## config.mk

```make
export PLATFORM = sky130hd
export DESIGN_NAME = csm_suspend_mod
export DESIGN_NICKNAME = d
export VERILOG_FILES = /design/src/rtl/csm_pkg.sv /design/src/rtl/csm_suspend_mod.sv
export VERILOG_INCLUDE_DIRS = /design/src /design/src/rtl
export SDC_FILE = /design/constraint.sdc
export NUM_CORES = 1
export LEC_CHECK = 0
export BUFFER_PORTS_ARGS = -buffer_cell sky130_fd_sc_hd__buf_2
export CAP_MARGIN = 20
export CORE_AREA = 10 10 164 166
export CTS_CLUSTER_SIZE = 8
export DETAILED_ROUTE_END_ITERATION = 12
export DIE_AREA = 0 0 174 176
export PLACE_DENSITY = 0.66
export SYNTH_ARGS = -nofsm -noshare
export SYNTH_HDL_FRONTEND = slang
export SYNTH_SLANG_ARGS = --single-unit
```

## constraint.sdc

```tcl
create_clock -name i_clk -period 12 [get_ports i_clk]
set_clock_uncertainty 0.1 [all_clocks]
set_input_delay 0.6 -clock i_clk [delete_from_list [all_inputs] [get_ports i_clk]]
set_output_delay 0.6 -clock i_clk [all_outputs]
set_load 0.02 [all_outputs]
```

## src/rtl/csm_consts.svh

```systemverilog
`ifndef CSM_CONSTS_SVH
`define CSM_CONSTS_SVH
// Configuration register offsets
`define CSM_OFS_OFF_COUNT   8'h94
`define CSM_OFS_ON_COUNT    8'h95
`define CSM_OFS_CPU_SUSPEND_REQUEST_N_CFG    8'h96
`define CSM_OFS_PIN_CTL2    8'h97
`define CSM_OFS_DISK_LO     8'h98
`define CSM_OFS_DISK_HI     8'h99
`define CSM_OFS_FLOPPY_LO   8'h9a
`define CSM_OFS_FLOPPY_HI   8'h9b
// Configuration bit positions
`define CSM_CFG_MOD_EN      0
`define CSM_CFG_SMI_STOP    1
`define CSM_CFG_LOW_VOLT    2
`define CSM_MOUSE_PORT      0
`define CSM_MOUSE_ON        1
`define CSM_IDLE_DISK_EN    0
`define CSM_IDLE_FLOPPY_EN  1
// Reset values
`define CSM_RST_BYTE        8'h00
`define CSM_RST_WORD        16'h0000
// Timebases at 200 MHz
`define CSM_CLK_NS          5
`define CSM_TICK32_NS       32000
`define CSM_TICK32_CYC      (`CSM_TICK32_NS / `CSM_CLK_NS)
`define CSM_SECOND_NS       1000000000
`define CSM_SECOND_CYC      (`CSM_SECOND_NS / `CSM_CLK_NS)
`endif

```

## src/rtl/csm_pkg.sv

```systemverilog
package csm_pkg;
   typedef struct packed {
      logic       first_serial;
      logic       second_serial;
      logic       disk_data;
      logic       floppy_data;
   } csm_access_type;

   typedef struct packed {
      logic [3:0] pin_status;
      logic [1:0] idle_status;
      logic       top_status;
   } csm_status_type;

   typedef enum logic [2:0] {
      MOD_IDLE = 3'b001,
      MOD_OFF  = 3'b010,
      MOD_ON   = 3'b100
   } csm_mod_state_type;
endpackage

```

## src/rtl/csm_suspend_mod.sv

```systemverilog
`timescale 1ns/1ps
`include "csm_consts.svh"
//////////////////////////////////////////////////////////////////////////////
//////////////////////////////////////////////////////////////////////////////
module csm_suspend_mod #(
   parameter int unsigned TICK32_CYC = `CSM_TICK32_CYC,
   parameter int unsigned SECOND_CYC = `CSM_SECOND_CYC
) (
   input  wire logic                  i_clk,
   input  wire logic                  i_rst,
   input  wire logic                  i_cfg_wr,
   input  wire logic [7:0]            i_cfg_addr,
   input  wire logic [7:0]            i_cfg_wdata,
   input  wire logic                  i_cfg_rd,
   output logic      [7:0]            o_cfg_rdata,
   input  wire logic [1:0]            i_mouse_cfg,
   input  wire logic [1:0]            i_idle_enable,
   input  wire csm_pkg::csm_access_type i_access,
   input  wire logic                  i_speedup_event,
   input  wire logic                  i_smi_speedup_active,
   input  wire logic                  i_speedup_disable_read,
   input  wire logic [3:0]            i_general_pin,
   input  wire logic [5:0]            i_status_clear,
   output logic                      o_cpu_suspend_request_n,
   output logic                      o_low_voltage_suspend,
   output logic                      o_serial_activity,
   output logic                      o_keyboard_mouse_activity,
   output logic                      o_system_management_interrupt,
   output csm_pkg::csm_status_type   o_status
);
   logic [7:0]  off_count;
   logic [7:0]  on_count;
   logic [7:0]  cpu_suspend_request_n_cfg;
   logic [7:0]  pin_ctl;
   logic [15:0] disk_count;
   logic [15:0] floppy_count;
   logic [15:0] disk_timer;
   logic [15:0] floppy_timer;
   logic [1:0]  idle_armed;
   logic [11:0] pin_sync;
   logic [3:0]  pin_level;
   logic [3:0]  pin_edge;
   logic [1:0]  idle_expire;
   logic [3:0]  pin_stat;
   logic [1:0]  idle_stat;
   logic        top_stat;
   logic        smi_stopped;
   logic [$clog2(TICK32_CYC)-1:0] tick_div;
   logic [$clog2(SECOND_CYC)-1:0] sec_div;
   logic        tick32;
   logic        tick_sec;
   logic [7:0]  mod_cnt;
   csm_pkg::csm_mod_state_type mod_state;
   csm_pkg::csm_mod_state_type next_mod_state;
   logic [7:0]  next_mod_cnt;
   //////////////////////////////////////////////////////////////////////////////
   // Register writes
   wire wr_off    = i_cfg_wr && (i_cfg_addr == `CSM_OFS_OFF_COUNT);
   wire wr_on     = i_cfg_wr && (i_cfg_addr == `CSM_OFS_ON_COUNT);
   wire wr_cfg    = i_cfg_wr && (i_cfg_addr == `CSM_OFS_CPU_SUSPEND_REQUEST_N_CFG);
   wire wr_pin    = i_cfg_wr && (i_cfg_addr == `CSM_OFS_PIN_CTL2);
   wire wr_dlo    = i_cfg_wr && (i_cfg_addr == `CSM_OFS_DISK_LO);
   wire wr_dhi    = i_cfg_wr && (i_cfg_addr == `CSM_OFS_DISK_HI);
   wire wr_flo    = i_cfg_wr && (i_cfg_addr == `CSM_OFS_FLOPPY_LO);
   wire wr_fhi    = i_cfg_wr && (i_cfg_addr == `CSM_OFS_FLOPPY_HI);
   wire wr_disk   = wr_dlo || wr_dhi;
   wire wr_floppy = wr_flo || wr_fhi;

   always_ff @(posedge i_clk or posedge i_rst) begin
      if (i_rst) begin
         off_count    <= `CSM_RST_BYTE;
         on_count     <= `CSM_RST_BYTE;
         cpu_suspend_request_n_cfg     <= `CSM_RST_BYTE;
         pin_ctl      <= `CSM_RST_BYTE;
         disk_count   <= `CSM_RST_WORD;
         floppy_count <= `CSM_RST_WORD;
      end else begin
         if (wr_off) off_count <= i_cfg_wdata;
         if (wr_on) on_count <= i_cfg_wdata;
         if (wr_cfg) cpu_suspend_request_n_cfg <= {5'h00, i_cfg_wdata[2:0]}; // Reserved bits stay 0
         if (wr_pin) pin_ctl <= i_cfg_wdata;
         if (wr_dlo) disk_count[7:0] <= i_cfg_wdata;
         if (wr_dhi) disk_count[15:8] <= i_cfg_wdata;
         if (wr_flo) floppy_count[7:0] <= i_cfg_wdata;
         if (wr_fhi) floppy_count[15:8] <= i_cfg_wdata;
      end
   end

   // Read mux, registered so the answer comes one edge after i_cfg_rd
   logic [7:0] rd_mux;
   always_comb begin
      case (i_cfg_addr)
         `CSM_OFS_OFF_COUNT: rd_mux = off_count;
         `CSM_OFS_ON_COUNT:  rd_mux = on_count;
         `CSM_OFS_CPU_SUSPEND_REQUEST_N_CFG:  rd_mux = cpu_suspend_request_n_cfg;
         `CSM_OFS_PIN_CTL2:  rd_mux = pin_ctl;
         `CSM_OFS_DISK_LO:   rd_mux = disk_count[7:0];
         `CSM_OFS_DISK_HI:   rd_mux = disk_count[15:8];
         `CSM_OFS_FLOPPY_LO: rd_mux = floppy_count[7:0];
         `CSM_OFS_FLOPPY_HI: rd_mux = floppy_count[15:8];
         default:            rd_mux = `CSM_RST_BYTE;
      endcase
   end

   always_ff @(posedge i_clk or posedge i_rst) begin
      if (i_rst) o_cfg_rdata <= `CSM_RST_BYTE;
      else if (i_cfg_rd) o_cfg_rdata <= rd_mux;
   end
   //////////////////////////////////////////////////////////////////////////////
   // Timebases: one-cycle enables
   wire tick_wrap = (tick_div == ($clog2(TICK32_CYC))'(TICK32_CYC - 1));
   wire sec_wrap  = (sec_div == ($clog2(SECOND_CYC))'(SECOND_CYC - 1));
   always_ff @(posedge i_clk or posedge i_rst) begin
      if (i_rst) begin
         tick_div <= '0;
         sec_div  <= '0;
         tick32   <= 1'b0;
         tick_sec <= 1'b0;
      end else begin
         tick_div <= tick_wrap ? '0 : tick_div + 1'b1;
         sec_div  <= sec_wrap ? '0 : sec_div + 1'b1;
         tick32   <= tick_wrap;
         tick_sec <= sec_wrap;
      end
   end
   //////////////////////////////////////////////////////////////////////////////
   // Mouse decode
   wire mouse_on     = i_mouse_cfg[`CSM_MOUSE_ON];
   wire mouse_second = i_mouse_cfg[`CSM_MOUSE_PORT];
   wire mouse_hit    = mouse_on && (mouse_second ? i_access.second_serial
                                                 : i_access.first_serial);
   wire serial_hit   = (i_access.first_serial && !(mouse_on && !mouse_second))
                    || (i_access.second_serial && !(mouse_on && mouse_second));
   always_ff @(posedge i_clk or posedge i_rst) begin
      if (i_rst) begin
         o_serial_activity         <= 1'b0;
         o_keyboard_mouse_activity <= 1'b0;
      end else begin
         o_serial_activity         <= serial_hit;
         o_keyboard_mouse_activity <= mouse_hit;
      end
   end
   //////////////////////////////////////////////////////////////////////////////
   // Pin synchronisers and edge detect
   genvar g;
   generate
      for (g = 0; g < 4; g++) begin : g_pin
         always_ff @(posedge i_clk or posedge i_rst) begin
            if (i_rst) begin
               pin_sync[3*g +: 3] <= 3'h0;
               pin_level[g]       <= 1'b0;
            end else begin
               pin_sync[3*g +: 3] <= {pin_sync[3*g +: 2], i_general_pin[g]};
               // Change accepted once stages two and three agree
               if (pin_sync[3*g+1] == pin_sync[3*g+2]) pin_level[g] <= pin_sync[3*g+2];
            end
         end
         wire agree = (pin_sync[3*g+1] == pin_sync[3*g+2]);
         wire rise  = agree && pin_sync[3*g+2] && !pin_level[g];
         wire fall  = agree && !pin_sync[3*g+2] && pin_level[g];
         // Edge select bits 7..4, enables 3..0
         assign pin_edge[g] = pin_ctl[g] && (pin_ctl[g+4] ? fall : rise);
      end
   endgenerate
   //////////////////////////////////////////////////////////////////////////////
   // Idle timers
   wire disk_en   = i_idle_enable[`CSM_IDLE_DISK_EN];
   wire floppy_en = i_idle_enable[`CSM_IDLE_FLOPPY_EN];
   assign idle_expire[0] = disk_en && idle_armed[0] && tick_sec && (disk_timer <= 16'h0001);
   assign idle_expire[1] = floppy_en && idle_armed[1] && tick_sec && (floppy_timer <= 16'h0001);
   always_ff @(posedge i_clk or posedge i_rst) begin
      if (i_rst) begin
         disk_timer   <= `CSM_RST_WORD;
         floppy_timer <= `CSM_RST_WORD;
         idle_armed   <= 2'h0;
      end else begin
         if (i_access.disk_data || wr_disk) begin
            disk_timer    <= wr_dlo ? {disk_count[15:8], i_cfg_wdata}
                           : wr_dhi ? {i_cfg_wdata, disk_count[7:0]} : disk_count;
            idle_armed[0] <= 1'b1;
         end else if (idle_expire[0]) begin
            disk_timer    <= `CSM_RST_WORD;
            idle_armed[0] <= 1'b0;
         end else if (disk_en && tick_sec && idle_armed[0]) begin
            disk_timer <= disk_timer - 16'h0001;
         end
         if (i_access.floppy_data || wr_floppy) begin
            floppy_timer  <= wr_flo ? {floppy_count[15:8], i_cfg_wdata}
                           : wr_fhi ? {i_cfg_wdata, floppy_count[7:0]} : floppy_count;
            idle_armed[1] <= 1'b1;
         end else if (idle_expire[1]) begin
            floppy_timer  <= `CSM_RST_WORD;
            idle_armed[1] <= 1'b0;
         end else if (floppy_en && tick_sec && idle_armed[1]) begin
            floppy_timer <= floppy_timer - 16'h0001;
         end
      end
   end
   //////////////////////////////////////////////////////////////////////////////
   // Status: set wins over clear
   wire any_smi = |pin_edge || |idle_expire;
   always_ff @(posedge i_clk or posedge i_rst) begin
      if (i_rst) begin
         pin_stat  <= 4'h0;
         idle_stat <= 2'h0;
         top_stat  <= 1'b0;
      end else begin
         pin_stat  <= pin_edge | (pin_stat & ~i_status_clear[5:2]);
         idle_stat <= idle_expire | (idle_stat & ~i_status_clear[1:0]);
         top_stat  <= any_smi | (top_stat & ~i_status_clear[0]);
      end
   end

   always_ff @(posedge i_clk or posedge i_rst) begin
      if (i_rst) begin
         o_status                      <= '0;
         o_system_management_interrupt <= 1'b0;
      end else begin
         o_status                      <= '{pin_stat, idle_stat, top_stat};
         o_system_management_interrupt <= any_smi;
      end
   end
   //////////////////////////////////////////////////////////////////////////////
   // Suspend modulation
   wire mod_en = cpu_suspend_request_n_cfg[`CSM_CFG_MOD_EN];
   // A fresh SYSTEM_MANAGEMENT_INTERRUPT beats a disable read in the same cycle, so no stop is lost
   always_ff @(posedge i_clk or posedge i_rst) begin
      if (i_rst) smi_stopped <= 1'b0;
      else if (mod_en && any_smi && cpu_suspend_request_n_cfg[`CSM_CFG_SMI_STOP]) smi_stopped <= 1'b1;
      else if (!mod_en || i_speedup_disable_read) smi_stopped <= 1'b0;
   end
   // Stop mode holds off until the disable read; timer mode uses speedup input
   wire hold_off = smi_stopped || i_speedup_event
                || (!cpu_suspend_request_n_cfg[`CSM_CFG_SMI_STOP] && i_smi_speedup_active);

   always_comb begin
      next_mod_state = mod_state;
      next_mod_cnt   = mod_cnt;
      case (mod_state)
         csm_pkg::MOD_IDLE: begin
            if (mod_en && !hold_off) begin
               next_mod_state = csm_pkg::MOD_OFF;
               next_mod_cnt   = off_count;
            end
         end
         csm_pkg::MOD_OFF: begin
            if (tick32) begin
               if (mod_cnt <= 8'h01) begin
                  next_mod_state = csm_pkg::MOD_ON;
                  next_mod_cnt   = on_count;
               end else next_mod_cnt = mod_cnt - 8'h01;
            end
         end
         csm_pkg::MOD_ON: begin
            if (tick32) begin
               if (mod_cnt <= 8'h01) begin
                  next_mod_state = csm_pkg::MOD_OFF;
                  next_mod_cnt   = off_count;
               end else next_mod_cnt = mod_cnt - 8'h01;
            end
         end
         default: next_mod_state = csm_pkg::MOD_IDLE;
      endcase
      if (!mod_en || hold_off) begin
         next_mod_state = csm_pkg::MOD_IDLE;
         next_mod_cnt   = `CSM_RST_BYTE;
      end
   end

   always_ff @(posedge i_clk or posedge i_rst) begin
      if (i_rst) begin
         mod_state               <= csm_pkg::MOD_IDLE;
         mod_cnt                 <= `CSM_RST_BYTE;
         o_cpu_suspend_request_n <= 1'b1;
         o_low_voltage_suspend   <= 1'b0;
      end else begin
         mod_state               <= next_mod_state;
         mod_cnt                 <= next_mod_cnt;
         o_cpu_suspend_request_n <= (next_mod_state != csm_pkg::MOD_ON);
         o_low_voltage_suspend   <= cpu_suspend_request_n_cfg[`CSM_CFG_LOW_VOLT];
      end
   end
   //////////////////////////////////////////////////////////////////////////////
   // Checks
   property p_nomod;
      @(posedge i_clk) disable iff (i_rst)
      !mod_en |=> o_cpu_suspend_request_n;
   endproperty
   a_nomod: assert property (p_nomod) else $error("suspend while disabled");

   property p_speedup;
      @(posedge i_clk) disable iff (i_rst)
      i_speedup_event |=> (mod_state == csm_pkg::MOD_IDLE) && o_cpu_suspend_request_n;
   endproperty
   a_speedup: assert property (p_speedup) else $error("speedup ignored");

   property p_pin_stat;
      @(posedge i_clk) disable iff (i_rst)
      pin_edge[3] |=> pin_stat[3];
   endproperty
   a_pin_stat: assert property (p_pin_stat) else $error("pin status lost");

   property p_top;
      @(posedge i_clk) disable iff (i_rst)
      |idle_expire |=> top_stat && o_system_management_interrupt;
   endproperty
   a_top: assert property (p_top) else $error("top status missing");

   property p_once;
      @(posedge i_clk) disable iff (i_rst)
      idle_expire[0] |=> !idle_armed[0];
   endproperty
   a_once: assert property (p_once) else $error("idle smi rearmed");

   property p_lv;
      @(posedge i_clk) disable iff (i_rst)
      $rose(cpu_suspend_request_n_cfg[`CSM_CFG_LOW_VOLT]) |=> o_low_voltage_suspend;
   endproperty
   a_lv: assert property (p_lv) else $error("low voltage bit");

   property p_gate;
      @(posedge i_clk) disable iff (i_rst)
      (pin_ctl[3:0] == 4'h0) && (idle_expire == 2'h0) |=> !o_system_management_interrupt;
   endproperty
   a_gate: assert property (p_gate) else $error("disabled pin fired");

   property p_disk_en;
      @(posedge i_clk) disable iff (i_rst)
      !disk_en && !i_access.disk_data && !wr_disk |=> $stable(disk_timer);
   endproperty
   a_disk_en: assert property (p_disk_en) else $error("disk timer disabled");

   property p_floppy_hold;
      @(posedge i_clk) disable iff (i_rst)
      !floppy_en && !i_access.floppy_data && !wr_floppy |=> $stable(floppy_timer);
   endproperty
   a_floppy_hold: assert property (p_floppy_hold) else $error("floppy timer ran");

   property p_stop;
      @(posedge i_clk) disable iff (i_rst)
      mod_en && cpu_suspend_request_n_cfg[`CSM_CFG_SMI_STOP] && any_smi |=> ##1 o_cpu_suspend_request_n;
   endproperty
   a_stop: assert property (p_stop) else $error("stop mode kept modulating");

   property p_top_out;
      @(posedge i_clk) disable iff (i_rst)
      |pin_edge |=> ##1 o_status.top_status;
   endproperty
   a_top_out: assert property (p_top_out) else $error("top status not shown");

   property p_lv_off;
      @(posedge i_clk) disable iff (i_rst)
      $fell(cpu_suspend_request_n_cfg[`CSM_CFG_LOW_VOLT]) |=> !o_low_voltage_suspend;
   endproperty
   a_lv_off: assert property (p_lv_off) else $error("low voltage stuck");
endmodule // csm_suspend_mod

```

# --- Word level (Yosys, flattened, before mapping) ---
# Index checks and enable logic that the tools add are counted.
totals:
  reg_bits: 191
  inputBits: 41
  output_inout_bits: 20
  word_cells: 195
op_classes:
  addsub: 5
  magnitude_cmp: 3
  eq_ne: 21
  n_mux: 38
  bitwise_logic: 9
  n_reduce_logical: 80
ops:
  columns: ["operator", "n"]
  rows:
  - ["16-bit two-way mux", 10]
  - ["8-bit == test, second input constant", 8]
  - ["8-bit one-hot mux with 8 select lines", 1]
  - ["8-bit two-way mux", 6]
  - ["1-bit logical AND", 47]
  - ["16-bit by 1-bit <= comparator with 1-bit output, second input constant", 2]
  - ["16-bit by 1-bit subtractor with 16-bit output, second input constant", 2]
  - ["28-bit by 1-bit adder with 28-bit output, second input constant", 1]
  - ["28-bit == test, second input constant", 1]
  - ["28-bit two-way mux", 1]
  - ["8-bit one-hot mux with 3 select lines", 1]
  - ["3-bit two-way mux", 6]
  - ["1-bit zero test", 14]
  - ["13-bit by 1-bit adder with 13-bit output, second input constant", 1]
  - ["13-bit == test, second input constant", 1]
  - ["13-bit two-way mux", 1]
  - ["3-bit inequality test, second input constant", 4]
  - ["1-bit two-way mux", 11]
  - ["1-bit logical OR", 10]
  - ["3-bit one-hot mux with 3 select lines", 1]
  - ["8-bit by 1-bit <= comparator with 1-bit output, second input constant", 1]
  - ["8-bit by 1-bit subtractor with 8-bit output, second input constant", 1]
  - ["2-bit nonzero test", 3]
  - ["3-bit nonzero test", 2]
  - ["17 further kinds", 20]

# --- Depth between registers and ports, before layout ---
depth:
  word_depth: 10
  ltp_mapped: 9

# --- Least setup slack after synthesis ---
# No wires, ideal clock.
synth_path:
  kind: "input port to flip-flop"
  startpoint: "in i_cfg_addr[0]"
  endpoint: "reg disk_timer[1]"
  setup_time_ns: 0.125
  arrival_time_ns: 2.081
  path_slack_ns: 9.695
  stages: 6
  cell_sequence: "buf_2 > nor2_1 > and3_1 > buf_2 > mux2_1 > mux2_2"
synth_via:
  elab_chain_cells: 5
synth_rtl:
  columns: ["element", "line", "source"]
  rows:
  - ["start: declaration", "csm_suspend_mod.sv:12", "input wire logic [7:0] i_cfg_addr,"]
  - ["8-bit == test", null, null]
  - ["1-bit logical AND, on equally long branches", "csm_suspend_mod.sv:62, csm_suspend_mod.sv:63", null]
  - ["1-bit logical OR", "csm_suspend_mod.sv:66", "wire wr_disk = wr_dlo || wr_dhi;"]
  - ["1-bit logical OR", "csm_suspend_mod.sv:177", "if (i_access.disk_data || wr_disk) begin"]
  - ["3-bit nonzero test (no line) / 16-bit two-way mux (equally long branches)", null, null]
  - ["end signal: assignment", "csm_suspend_mod.sv:178", "disk_timer <= wr_dlo ? {disk_count[15:8], i_cfg_wdata}"]
  - ["end signal: assignment", "csm_suspend_mod.sv:182", "disk_timer <= `CSM_RST_WORD;"]
  - ["end signal: assignment", "csm_suspend_mod.sv:185", "disk_timer <= disk_timer - 16'h0001;"]
  - ["end: declaration", "csm_suspend_mod.sv:37", "logic [15:0] disk_timer;"]
# Parallel ways exist; a longest one is shown, timed or not.
# A chain may end at the register's enable or synchronous reset.

# --- Final worst setup path ---
layout_path:
  startpoint: "reg floppy_timer[7]"
  endpoint: "reg smi_stopped"
layout_via:
  elab_chain_cells: 7
layout_rtl:
  columns: ["element", "line", "source"]
  rows:
  - ["start: declaration", "csm_suspend_mod.sv:38", "logic [15:0] floppy_timer;"]
  - ["start signal: assignment", "csm_suspend_mod.sv:174", "floppy_timer <= `CSM_RST_WORD;"]
  - ["start signal: assignment", "csm_suspend_mod.sv:188", "floppy_timer <= wr_flo ? {floppy_count[15:8], i_cfg_wdata}"]
  - ["start signal: assignment", "csm_suspend_mod.sv:192", "floppy_timer <= `CSM_RST_WORD;"]
  - ["16-bit by 1-bit <= comparator with 1-bit output (*)", "csm_suspend_mod.sv:170", "assign idle_expire[1] = floppy_en && idle_armed[1] && tick_sec && (floppy_timer <= 16'h0001);"]
  - ["1-bit logical AND (*)", "csm_suspend_mod.sv:170", null]
  - ["2-bit OR reduction (*)", "csm_suspend_mod.sv:201", "wire any_smi = |pin_edge || |idle_expire;"]
  - ["1-bit logical OR (*)", "csm_suspend_mod.sv:201", null]
  - ["1-bit logical AND (*) (2 in a row)", "csm_suspend_mod.sv:229", "else if (mod_en && any_smi && cpu_suspend_request_n_cfg[`CSM_CFG_SMI_STOP]) smi_stopped <= 1'b1;"]
  - ["1-bit two-way mux / 2-bit nonzero test (equally long branches)", null, null]
  - ["end signal: assignment", "csm_suspend_mod.sv:228", "if (i_rst) smi_stopped <= 1'b0;"]
  - ["end signal: assignment", "csm_suspend_mod.sv:229", null]
  - ["end signal: assignment", "csm_suspend_mod.sv:230", "else if (!mod_en || i_speedup_disable_read) smi_stopped <= 1'b0;"]
  - ["end: declaration", "csm_suspend_mod.sv:47", "logic smi_stopped;"]
# Mark *: on every way between the ends. The rest lies on a longest branch, timed or not.

==> run_results.csv <==
group,metric,value,unit
clocking,cts.reportedPaths.clkPinSlew,0.07,ns
detailed_routing,vias,7172,
global_routing,grtUsageTotal,15.5,%
logic_synthesis,netlist_top_cells_area,"dfrtp_1 (50%), mux2_1 (4.9%), nand2_1 (3.0%)",
logic_synthesis,synth_top_area_share,49.9,%
global_routing,grt_start_max_net_pins,116,
power_and_ir_drop,clockPowerShare,42.4,%
power_and_ir_drop,netSwitchingPower,0.352,mW
finish,drive_gt1_share,13.2,%
timing,final_min_period_over_clock_period,22.6,%
timing,slew_headroom,34.5,%
global_routing,vias_in_the_first_global_route,7114,
clocking,clock_latency_on_the_worst_skew_pair,0.43,ns
floorplanning,num_io_pins,61,
clocking,cts_post_setup_buffers_inserted,0,
floorplanning,placeableCoreArea,0.0238,mm2
logic_synthesis,ys_seq_elements,191,
power_and_ir_drop,vdd_ir_drop_max,0.0000670,V
logic_synthesis,yosys.area.top_type,"dfrtp_1",
placed_design,gpl.final_weighted_congestion,0.909,
timing,unrepaired_setup_endpoints_after_global_routing,"no",
worst_setup_path,crit_buf_inv,0,
clocking,cts_tree,"done",
floorplanning,die_w,174,um
detailed_routing,antenna_violating_nets_post_route,0,
timing,achievable-frequency,369,MHz
power_and_ir_drop,leakagePower,4.88,nW
timing,finalSetupViolCount,0,
worst_setup_path,timing.critical_path.fanout_max,5,
floorplanning,floorplan.initialDensity,39.8,%
detailed_routing,dr_wl_cell,18.0,um
worst_setup_path,worst_path_max_delay_cell,"nor3_1",
clocking,ctsHtreeMaxLevel,4,
worst_setup_path,path_cells,"nor4_1 -> nand2_1 -> nor3_1 -> nor3_1 -> o22ai_1",
hold_path,hp-class,"input pin to register",
logic_synthesis,ys_seq_area_share,50.4,%
timing,final_hold_viol_count,0,
status,status,"finished clean",
clocking,cts.sink_count,191,
logic_synthesis,yosys.cell_count.top_type,"dfrtp_1",
logic_synthesis,synth_nets,970,
floorplanning,rows,57,
timing,finalWorstPathRequiredPeriod,2.71,ns
timing,timing_max_transition_violations_final,0,
timing,holdWs,0.171,ns
logic_synthesis,yosys_most_used_dff,"dfrtp_1",
clocking,tritoncts.num_buffers,17,
power_and_ir_drop,sw_frac_of_total,24.5,%
logic_synthesis,yosysWarningCount,0,
placed_design,post-dp-hpwl,16.7,mm
timing,setup_total_negative_slack,0,ns
logic_synthesis,synth_enable_flop_cells,0,
detailed_routing,post_drt_via_cell_ratio,5.53,
logic_synthesis,postSynthCellCount,913,
global_routing,grt_first_pass_wirelength,38.3,mm
worst_setup_path,class_of_the_most_critical_setup_path,"register to register",
power_and_ir_drop,internal_power,1.08,mW
power_and_ir_drop,share_seq_of_total_power,48.7,%
run,max_cap_viol_count,0,
worst_setup_path,timing.critical_path.arrival,2.96,ns
power_and_ir_drop,power_density,134,mW/mm2
logic_synthesis,syn_area_per_cell,10.4,um2
power_and_ir_drop,share_comb_of_total_power,9.0,%
worst_setup_path,crit_top_cell,"nor3_1",
finish,fillerInstances,2252,
clocking,count_of_instances_resized_after_the_clock_tree_is_built,0,
worst_setup_path,cpPeakStageDelay,0.73,ns
clocking,ctsHoldBuffers,0,
worst_setup_path,critPathCaptureType,"register",
detailed_routing,routed_wirelength,23.3,mm
worst_setup_path,kind_of_cell_adding_the_most_delay_to_the_critical_path,"simple AND/OR/NAND/NOR gates",
detailed_routing,first_pass_iters,5,
worst_setup_path,cp_launch_type,"register",
logic_synthesis,postSynth.asyncResetShare,100,%
floorplanning,die_height,176,um
clocking,cts_root_buffer,"clkbuf_16",
detailed_routing,detail_route.iter0.violations,686,
power_and_ir_drop,total_power,1.44,mW
global_routing,global_route.overflow_total,0,
detailed_routing,residual_drc_count,0,
timing,worst-slew-pin-transition,0.980,ns
worst_setup_path,timing.critical_path.required,12.25,ns
logic_synthesis,netlist_area,0.00948,mm2
floorplanning,die_area,0.0306,mm2
global_routing,number_of_antenna_violations_at_the_first_check_in_global_routing,4,
finish,area_delta_synth_final,12.9,%
clocking,cts.path.max_buffers,2,
finish,finalNetCount,1017,
logic_synthesis,synth.cells.most_frequent,"dfrtp_1 (189), nand2_1 (76), nor2_1 (72)",
placed_design,buffer_ports.inserted,60,
logic_synthesis,synth.lib_cells_used.distinct,73,
-- registers in the layout (all words and copies together) (netlist names), 7 cells and up --
register      count
pin_sync         12
o_status          7
disk_timer       16
floppy_timer     16
o_cfg_rdata       8
floppy_count     16
sec_div          28
pin_ctl           8
tick_div         13
on_count          8
disk_count       16
mod_cnt           8
off_count         8
-- power by group through the flow --
stage	logic, mW	clock network (mW)	registers [mW]
global route	0.145	0.649	0.703
floorplan	0.0888	0	0.703
CTS	0.129	0.622	0.698
detailed placement	0.128	0	0.710
finish	0.129	0.608	0.699
global placement	0.125	0	0.710
-- area by class of cell --
cell class	instances	area (um2)	share of cell area [%]
Multi-Input combinational cell	643	4390	41.0
Clock inverter	10	160	1.50
Antenna cell	2	5.00	0.0468
Tap cell	324	405	3.79
Timing Repair Buffer	64	330	3.09
Sequential cell	191	4780	44.7
Inverter	43	169	1.58
Clock buffer	20	467	4.36
-- cell usage in the layout, fill, tap and decap left out, types with 14 or more instances in the layout --
cell and count:
nand3_1 36, clkbuf_16 17, and3_1 19, mux2_1 41, o22ai_1 15, nand2_1 76, ha_1 16, xor2_1 23
inv_1 42, a21oi_1 30, mux2_2 16, o21ai_0 23, a22oi_1 22, nor2_1 72, o21ai_1 25, buf_2 60
nand4_1 14, dfrtp_1 189, nor3_1 21, xnor2_1 28
-- metrics by stage --
step           util [%]  worst slack (ns)  std cells  instance area [um2]
2_1_floorplan         -              6.10        913                 9480
3_3_place_gp       42.3              9.01       1265                10100
3_5_place_dp       42.3              8.95       1265                10100
4_1_cts            44.9              9.32       1295                10700
5_1_grt            44.9              9.13       1296                10700
6_report           44.9              9.29       1297                10700
-- metal layers --
| layer | global-route usage (%) | part of all wire (%) |
|---|---|---|
| met5 | 0 | 0.060 |
| met4 | 4.77 | 2.1 |
| met1 | 20.6 | 46 |
| met3 | 3.67 | 5.1 |
| met2 | 24.6 | 47 |
-- cell families (layout without fill, tap and decap cells) --
family | after synthesis | count (layout) | synth area share (%)
compound gates | 185 | 185 | 13.0
xor+xnor | 51 | 51 | 4.71
fa+ha+maj | 16 | 16 | 2.11
buf+inv | 79 | 137 | 3.38
flops | 191 | 191 | 50.4
mux | 74 | 74 | 9.22
other cells | 0 | 2 | 0
simple gates | 317 | 317 | 17.2
-- final timing paths --
check,from,end,slack [ns],cells after the start
hold / removal,i_general_pin[3],pin_sync[9],0.17,1
hold reg to reg,pin_sync[6],pin_sync[7],0.25,0
max in group asynchronous,i_rst,off_count[7],10.09,3
min in group asynchronous,i_rst,o_serial_activity,0.20,2
setup / recovery,floppy_timer[7],smi_stopped,9.29,5
setup reg to reg,floppy_timer[7],smi_stopped,9.29,5
-- worst register-to-register path, stage by stage (launching register included) --
cell	delay, ns
dfrtp_1	0.42
nor4_1	0.55
nand2_1	0.23
nor3_1	0.73
nor3_1	0.34
o22ai_1	0.25
No activity file was read; power rests on OpenSTA's default activity.
